**src/lgs_pkg.sv**
```systemverilog
// Constants for the logic cell gate input selection stage
package lgs_pkg;
   localparam int LGS_NUM_INPUTS = 4;
   localparam int LGS_SEL_W = 8;
   localparam int LGS_ADDR_W = 8;
   // Register byte offsets
   localparam logic [7:0] LGS_OFS_SEL = 8'h00;
   localparam logic [7:0] LGS_OFS_STAT = 8'h04;
   // Selection register field positions
   localparam int LGS_BIT_IN0_INV = 0;
   localparam int LGS_BIT_IN0_TRUE = 1;
   localparam int LGS_BIT_IN1_INV = 2;
   localparam int LGS_BIT_IN1_TRUE = 3;
   localparam int LGS_BIT_IN2_INV = 4;
   localparam int LGS_BIT_IN2_TRUE = 5;
   localparam int LGS_BIT_IN3_INV = 6;
   localparam int LGS_BIT_IN3_TRUE = 7;
   localparam logic [7:0] LGS_SEL_RESET = 8'h00;
   // Status register field positions
   localparam int LGS_STAT_IN_LSB = 0;
   localparam int LGS_STAT_TERMS_LSB = 8;
   localparam int LGS_STAT_GATE_BIT = 16;
   localparam logic [1:0] LGS_HTRANS_NONSEQ = 2'h2;
   localparam logic LGS_HRESP_OKAY = 1'h0;
endpackage

```
**src/lgs_sel_if.sv**
```systemverilog
// Carrier between the register side and the term gating stage
`timescale 1ns/1ns
`default_nettype none
interface lgs_sel_if;
   logic [7:0] sel;
   logic [3:0] in_sync;
   logic [7:0] terms;
   logic gate_out;
   modport regs (output sel, output in_sync, input terms, input gate_out);
   modport gate (input sel, input in_sync, output terms, output gate_out);
endinterface
`default_nettype wire

```
**src/lgs_top.sv**
```systemverilog
// AHB-Lite register slave and input synchronisers for the gate input selection
`timescale 1ns/1ns
`default_nettype none
module lgs_top (
   // Clock and reset
   input wire logic hclk,
   input wire logic hresetn,
   // AHB-Lite slave
   input wire logic hsel,
   input wire logic [31:0] haddr,
   input wire logic [1:0] htrans,
   input wire logic hwrite,
   input wire logic [2:0] hsize,
   input wire logic [31:0] hwdata,
   input wire logic hready,
   output logic [31:0] hrdata,
   output logic hreadyout,
   output logic hresp,
   // Logic inputs from pins
   input wire logic logic_input_zero,
   input wire logic logic_input_one,
   input wire logic logic_input_two,
   input wire logic logic_input_three,
   // Gate outputs
   output logic [7:0] gate_terms,
   output logic gate_out
);
   import lgs_pkg::*;

   lgs_sel_if sif ();

   logic [3:0] sync1;
   logic [3:0] sync2;
   logic [7:0] sel;
   logic wr_pend;
   logic [7:0] wr_addr;

   wire logic addr_phase = hsel & htrans[1] & hready;
   wire logic [7:0] a_ofs = haddr[7:0];
   wire logic wr_sel = wr_pend & (wr_addr == LGS_OFS_SEL);
   // A read right behind a write sees the new value
   wire logic [7:0] cur_sel = wr_sel ? hwdata[7:0] : sel;
   wire logic [31:0] stat_word = (32'(sif.gate_out) << LGS_STAT_GATE_BIT)
      | (32'(sif.terms) << LGS_STAT_TERMS_LSB) | (32'(sync2) << LGS_STAT_IN_LSB);
   wire logic [31:0] rd_mux = (a_ofs == LGS_OFS_SEL) ? {24'h000000, cur_sel} :
      (a_ofs == LGS_OFS_STAT) ? stat_word : 32'h00000000;

   assign hreadyout = 1'b1;
   assign hresp = LGS_HRESP_OKAY;
   assign sif.sel = sel;
   assign sif.in_sync = sync2;
   assign gate_terms = sif.terms;
   assign gate_out = sif.gate_out;

   always_ff @(posedge hclk or negedge hresetn) begin
      if (!hresetn) begin
         sync1 <= 4'h0;
         sync2 <= 4'h0;
      end else begin
         sync1 <= {logic_input_three, logic_input_two, logic_input_one, logic_input_zero};
         sync2 <= sync1;
      end
   end

   always_ff @(posedge hclk or negedge hresetn) begin
      if (!hresetn) begin
         wr_pend <= 1'b0;
         wr_addr <= 8'h00;
      end else begin
         wr_pend <= addr_phase & hwrite;
         wr_addr <= a_ofs;
      end
   end

   // Selection register steers the term gating
   always_ff @(posedge hclk or negedge hresetn) begin
      if (!hresetn) begin
         sel <= LGS_SEL_RESET;
      end else if (wr_sel) begin
         sel <= hwdata[7:0];
      end
   end

   always_ff @(posedge hclk or negedge hresetn) begin
      if (!hresetn) begin
         hrdata <= 32'h00000000;
      end else if (addr_phase & ~hwrite) begin
         hrdata <= rd_mux;
      end
   end

   lgs_term_gate u_gate (
      .hclk(hclk),
      .hresetn(hresetn),
      .sif(sif.gate)
   );

   // Each input checked end to end against the selection and the synchronised pin
   genvar b;
   generate
      for (b = 0; b < LGS_NUM_INPUTS; b = b + 1) begin : g_chk

      end
   endgenerate
endmodule
`default_nettype wire

```
**src/lgs_term_gate.sv**
```systemverilog
// Per-input polarity gating of the four logic inputs into one gate
`timescale 1ns/1ns
`default_nettype none
module lgs_term_gate (
   // Clock and reset
   input wire logic hclk,
   input wire logic hresetn,
   // Selection and terms
   lgs_sel_if.gate sif
);
   import lgs_pkg::*;

   logic [7:0] next_terms;

   genvar k;
   generate
      for (k = 0; k < LGS_NUM_INPUTS; k = k + 1) begin : g_in
         // Odd bit passes the input as is, even bit passes it inverted
         assign next_terms[2*k+1] = sif.sel[2*k+1] & sif.in_sync[k];
         assign next_terms[2*k] = sif.sel[2*k] & ~sif.in_sync[k];
      end
   endgenerate

   always_ff @(posedge hclk or negedge hresetn) begin
      if (!hresetn) begin
         sif.terms <= 8'h00;
         sif.gate_out <= 1'b0;
      end else begin
         sif.terms <= next_terms;
         sif.gate_out <= |next_terms;
      end
   end
endmodule
`default_nettype wire

```
**config.mk**
```make
export PLATFORM = sky130hd
export DESIGN_NAME = lgs_top
export DESIGN_NICKNAME = d
export VERILOG_FILES = /design/src/lgs_pkg.sv /design/src/lgs_sel_if.sv /design/src/lgs_top.sv /design/src/lgs_term_gate.sv
export SDC_FILE = /design/constraint.sdc
export NUM_CORES = 1
export LEC_CHECK = 0
export ABC_CLOCK_PERIOD_IN_PS = 4000
export BUFFER_PORTS_ARGS = -buffer_cell sky130_fd_sc_hd__buf_2
export CORE_MARGIN = 2
export CORE_UTILIZATION = 45
export CTS_CLUSTER_DIAMETER = 80
export DETAILED_ROUTE_END_ITERATION = 10
export PLACE_DENSITY = 0.94
export SYNTH_ARGS = -nofsm -noshare
export SYNTH_HDL_FRONTEND = slang
export SYNTH_SLANG_ARGS = --single-unit
```
**constraint.sdc**
```tcl
create_clock -name hclk -period 4 [get_ports hclk]
set_input_delay 0.8 -clock hclk [delete_from_list [all_inputs] [get_ports hclk]]
set_output_delay 0.8 -clock hclk [all_outputs]
set_load 0.01 [all_outputs]
```
==> results of run 1 <==
-- per-stage QoR --
| step | util [%] | cell area [um^2] | cells | worst slack (ps) | hold slack, ps |
|---|---|---|---|---|---|
| global placement | 52.5 | 2110 | 238 | 1950 | 334 |
| CTS | 55.3 | 2230 | 246 | 2070 | 356 |
| floorplan | - | 1960 | 158 | 2260 | 331 |
| detailed placement | 52.5 | 2110 | 238 | 1890 | 335 |
| finish | 55.3 | 2230 | 246 | 2110 | 354 |
| global route | 55.3 | 2230 | 246 | 1910 | 360 |
-- per-layer routing --
metal,track usage [%],part of all wire [%],vias to the layer above
met5,0,0,-
met2,23.7,47,40
met3,6.17,7.9,4
li1,-,-,549
met4,5.88,1.5,0
met1,20.4,44,563
-- worst min path at each step --
stage                            start                       end  slack, ps  cells past startpoint
floorplan           sync1[0]$_DFF_PN0_  sif.in_sync[0]$_DFF_PN0_        330                      0
global placement    sync1[1]$_DFF_PN0_  sif.in_sync[1]$_DFF_PN0_        330                      0
detailed placement  sync1[2]$_DFF_PN0_  sif.in_sync[2]$_DFF_PN0_        330                      0
CTS                 sync1[3]$_DFF_PN0_  sif.in_sync[3]$_DFF_PN0_        360                      0
global route        sync1[1]$_DFF_PN0_  sif.in_sync[1]$_DFF_PN0_        360                      0
finish              sync1[2]$_DFF_PN0_  sif.in_sync[2]$_DFF_PN0_        350                      0
-- state kept, by name, indices dropped and copies added (netlist names) --
signal               cells
sync1                    4
wr_pend                  1
hrdata                  17
u_gate.sif.terms         8
sif.in_sync              4
sel                      8
u_gate.sif.gate_out      1
wr_addr                  8
-- worst max-delay path, stage by stage, from the launching register on --
cell and delay, ps:
dfrtp_1 370, nor4_1 310, nand4b_1 560, mux2i_1 390, o211ai_1 140
-- final cells by class --
class	count	area, um^2	area share, %
Timing Repair Buffer	51	255	11.5
Tap cell	50	62.6	2.81
Sequential cell	51	1280	57.3
Clock buffer	5	68.8	3.09
Multi-Input combinational cell	77	487	21.9
Clock inverter	3	43.8	1.97
Inverter	9	33.8	1.52
-- cells by family after synthesis --
logic type | count (synthesis) | synth area share [%]
flip-flops | 51 | 67.1
buffers and inverters | 30 | 10.2
AO/OA/AOI/OAI | 17 | 6.78
other | 2 | 0.395
AND/OR/NAND/NOR | 35 | 11.3
multiplexers | 8 | 4.21
-- where the power goes --
part           internal (mW)  total (mW)  switching, mW
Clock                  0.186       0.350          0.164
Combinational         0.0192      0.0544         0.0352
Sequential             0.533       0.540        0.00763
Total                  0.738       0.945          0.207
-- cells in the final DEF, fill, tap and decap left out, types with 5 or more instances in the layout --
| cell | count |
|---|---|
| conb_1 | 17 |
| nand3_1 | 5 |
| dfrtp_1 | 51 |
| inv_1 | 9 |
| nand2_1 | 8 |
| buf_2 | 51 |
| a22o_1 | 9 |
| clkbuf_8 | 5 |
| mux2i_1 | 8 |
-- cells in the mapped netlist --
cell type,n
conb_1,2
nand2_1,8
buf_2,2
nor4_1,2
nor2_1,2
nand4bb_1,1
nand3_1,5
and3_4,1
a22o_1,9
buf_4,18
o211ai_1,4
nand2b_1,1
mux2i_1,8
dfrtp_1,51
and2_1,4
buf_8,1
and2_4,1
inv_1,9
nand4b_1,2
nor3_1,2
nor2_4,1
nor4_2,1
nor2b_1,4
o21ai_1,2
o21ai_0,2
==> flow_summary.toml, run 1 <==
[power_and_ir_drop]
p_leak_nw = 1.21
power_density_nw_per_um2 = 424
ir_drop_mv = 0.192
total_power_uw = 945

[logic_synthesis]
synth.area.top_cells = "dfrtp_1, buf_4, mux2i_1"
post-synth-top-area-cell = "dfrtp_1"
syn_inst = 143
avgSynthCellArea_um2 = 13.3
seq_area_frac_synth_pct = 67.1
synth.distinct_cells = 25
syn-cell-area_um2 = 1900
ys_seq_elements = 51
yosys.area.top_type_share_pct = 67.1
yosys_warnings = 0

[layout]
syn2layout_area_growth_pct = 17.2
drive_above_1_share_pct = 32.1
final.fill_count = 365
nNetsFinal = 273
n_antenna_cell = 0

[outcome]
outcome = "completed"

[timing]
setup-tns-final_ps = 0
worstMarginPinSlew_ps = 1060
final_hold_viol_count = 0
relSlewSlack_pct = 29.1
fmax_ghz = 0.528
min_period_ps = 1890
finalSetupViolations = 0
rsz0062_at_grt = "false"
period_share_pct = 47.3
finalMaxSlewViolations = 0
skew_ps = 8.13

[floorplan]
die_area_um2 = 4760
initial_core_util_pct = 47.2
die_y_um = 69.0
core_area_um2 = 4030
io_pins = 121
num_rows = 23
die_w_um = 69.0

[worst_setup_path]
start_kind = "flip-flop"
path_class = "reg -> reg"
worst-r2r-cell-count = 4
worstReg2RegStart = "wr_addr[2]$_DFF_PN0_"
r2r_end = "hrdata[1]$_DFFE_PN0P_"
crit_start = "wr_addr[2]$_DFF_PN0_"
crit_required_ps = 4170
crit_fanout = 8
crit_arrival_ps = 2060
reg2reg_setup_slack_ps = 2110
endpoint = "hrdata[1]$_DFFE_PN0P_"
critPathCaptureType = "flip-flop"

[placed_design]
portBuffers = 51
hpwl_um = 2380
place.gp.congestion = 0.768

[clock_tree]
clock_sinks = 51
hold_buffers = 0
h-tree-depth = 2
clock-root-buffer = "clkbuf_8"
cts_buffers = 5
cts_buffer_depth = 2
cts_resized = 0
cts.clk_slew.worst_paths_ps = 90
clock_latency_ps = 300
cts_tree = "built"
postCtsSetupBuffers = 0

[detailed_routing]
wl_per_cell_um = 13.2
vias = 1156
drt-vias-per-instance = 4.70
drtIter0Drc = 47
drc = 0
wl_um = 3240
dr.pass1.iters = 4
ant_nets = 0

[grt]
grt_pass1_vias = 1121
grt_overflow = 0
grt_antenna_before_repair = 0
grt_max_degree = 52
track_usage_pct = 15.7
grt_pass1_wl_um = 5220

[run]
cap_violations = 0

[worst_hold_path]
hold_path.class = "reg -> reg"
Power figures use the tool's default switching activity.
==> run 2, diff against run 1 <==
- ABC_CLOCK_PERIOD_IN_PS: 4000 -> 1900
- CORE_UTILIZATION: 45 -> 42
- PLACE_DENSITY: 0.94 -> 0.89
- clock period: 4 -> 1.9 ns (I/O delays scaled with it)
==> flow_summary.toml, run 2 (synthesis results as in run 1) <==
[outcome]
outcome = "completed"

[placed_design]
place.gp.congestion = 0.738
hpwl_um = 2490
preCtsSetupSlack_ps = 218
portBuffers = 51

[grt]
grt_pass1_vias = 1257
grt_pass1_wl_um = 5530
grt_overflow = 0
track_usage_pct = 14.3
grt_max_degree = 27
grt_antenna_before_repair = 0

[clock_tree]
clock-root-buffer = "clkbuf_8"
cts_resized = 0
clock_sinks = 51
cts_tree = "built"
clock_latency_ps = 300
hold_buffers = 0
h-tree-depth = 2
postCtsSetupBuffers = 0
cts.clk_slew.worst_paths_ps = 90
cts_buffer_depth = 2
cts_buffers = 5

[worst_setup_path]
start_kind = "flip-flop"
path_class = "reg -> reg"
endpoint = "hrdata[1]$_DFFE_PN0P_"
critPathCaptureType = "flip-flop"
crit_required_ps = 2070
worst-r2r-cell-count = 5
crit_start = "wr_addr[2]$_DFF_PN0_"
worstReg2RegStart = "wr_addr[2]$_DFF_PN0_"
crit_fanout = 8
reg2reg_setup_slack_ps = 370
crit_arrival_ps = 1700
r2r_end = "hrdata[1]$_DFFE_PN0P_"

[detailed_routing]
drc = 0
vias = 1139
wl_um = 3290
dr.pass1.iters = 4
drtIter0Drc = 54
wl_per_cell_um = 13.1
ant_nets = 0
drt-vias-per-instance = 4.52

[layout]
nNetsFinal = 277
n_antenna_cell = 0
largest_reg_flops = 17
postLayoutCoreUtil_pct = 51.7
syn2layout_area_growth_pct = 18.4
top_register = "hrdata"
final.fill_count = 385
drive_above_1_share_pct = 33.5
layout_common_cells = "dfrtp_1, buf_2, conb_1, inv_1, a22o_1"

[floorplan]
die_area_um2 = 5080
die_w_um = 71.3
initial_core_util_pct = 43.6
core_area_um2 = 4350
io_pins = 121
num_rows = 24
die_y_um = 71.3

[timing]
layout_setup_ws_ps = 365
worstMarginPinSlew_ps = 528
setup-tns-final_ps = 0
skew_ps = 4.51
period_share_pct = 80.8
fmax_ghz = 0.652
relSlewSlack_pct = 64.8
min_period_ps = 1530
rsz0062_at_grt = "false"
final_hold_viol_count = 0
finalMaxSlewViolations = 0
finalSetupViolations = 0

[run]
cap_violations = 0

[power_and_ir_drop]
power_density_nw_per_um2 = 854
ir_drop_mv = 0.376
p_leak_nw = 1.22

[worst_hold_path]
hold_path.class = "in -> async"
run 2: changes by cell type in the layout (fill, tap and decap cells not counted), sizes merged:
cell,before,now
buf,51,55
clkbuf,5,7
bufinv,1,0
clkinvlp,0,1
clkinv,2,0
run 2: metal layers:
layer / GRT usage (%) / part of all wire, %
met3: 4.36 / 6.8
met4: 7.97 / 2.3
met5: 0 / 0
met1: 18.0 / 41
met2: 22.1 / 50
run 2: worst max-delay path: stages (launching register included):
cell,delay [ps]
dfrtp_1,370
nor4_1,310
nand4b_1,170
buf_4,220
mux2i_1,210
o211ai_1,140
run 2: worst min-delay path by stage:
stage                             from                             to  slack (ps)
floorplan                      hresetn          hrdata[0]$_DFFE_PN0P_          80
global placement    sync1[0]$_DFF_PN0_       sif.in_sync[0]$_DFF_PN0_         330
detailed placement  sync1[1]$_DFF_PN0_       sif.in_sync[1]$_DFF_PN0_         340
CTS                            hresetn  u_gate.sif.terms[4]$_DFF_PN0_          60
global route                   hresetn         hrdata[15]$_DFFE_PN0P_          80
finish                         hresetn  u_gate.sif.terms[4]$_DFF_PN0_          50
run 2: where the power goes:
group	total [mW]	leakage [nW]	switching (mW)	internal [mW]
Combinational	0.118	0.529	0.0747	0.0437
Sequential	1.14	0.643	0.0161	1.12
Clock	0.666	0.0505	0.335	0.331
Total	1.92	1.22	0.426	1.50
run 2: per-stage QoR:
stage	hold WS (ps)	power [mW]	instances	cell area, um^2
final	46.5	1.92	252	2250
after global routing	83.8	2.01	252	2250
after CTS	63.3	1.94	252	2250
after detailed placement	338	1.28	244	2150
after global placement	334	1.28	244	2150
after floorplan	84.4	1.23	158	1960
run 2: layout make-up:
type | instances | area, um^2 | share of cell area, %
sequential | 51 | 1280 | 56.7
inverter | 9 | 33.8 | 1.50
timing repair buffer | 55 | 285 | 12.7
clock inverter | 1 | 7.51 | 0.334
multi-input combinational | 77 | 487 | 21.6
tap | 52 | 65.1 | 2.89
clock buffer | 7 | 96.3 | 4.28
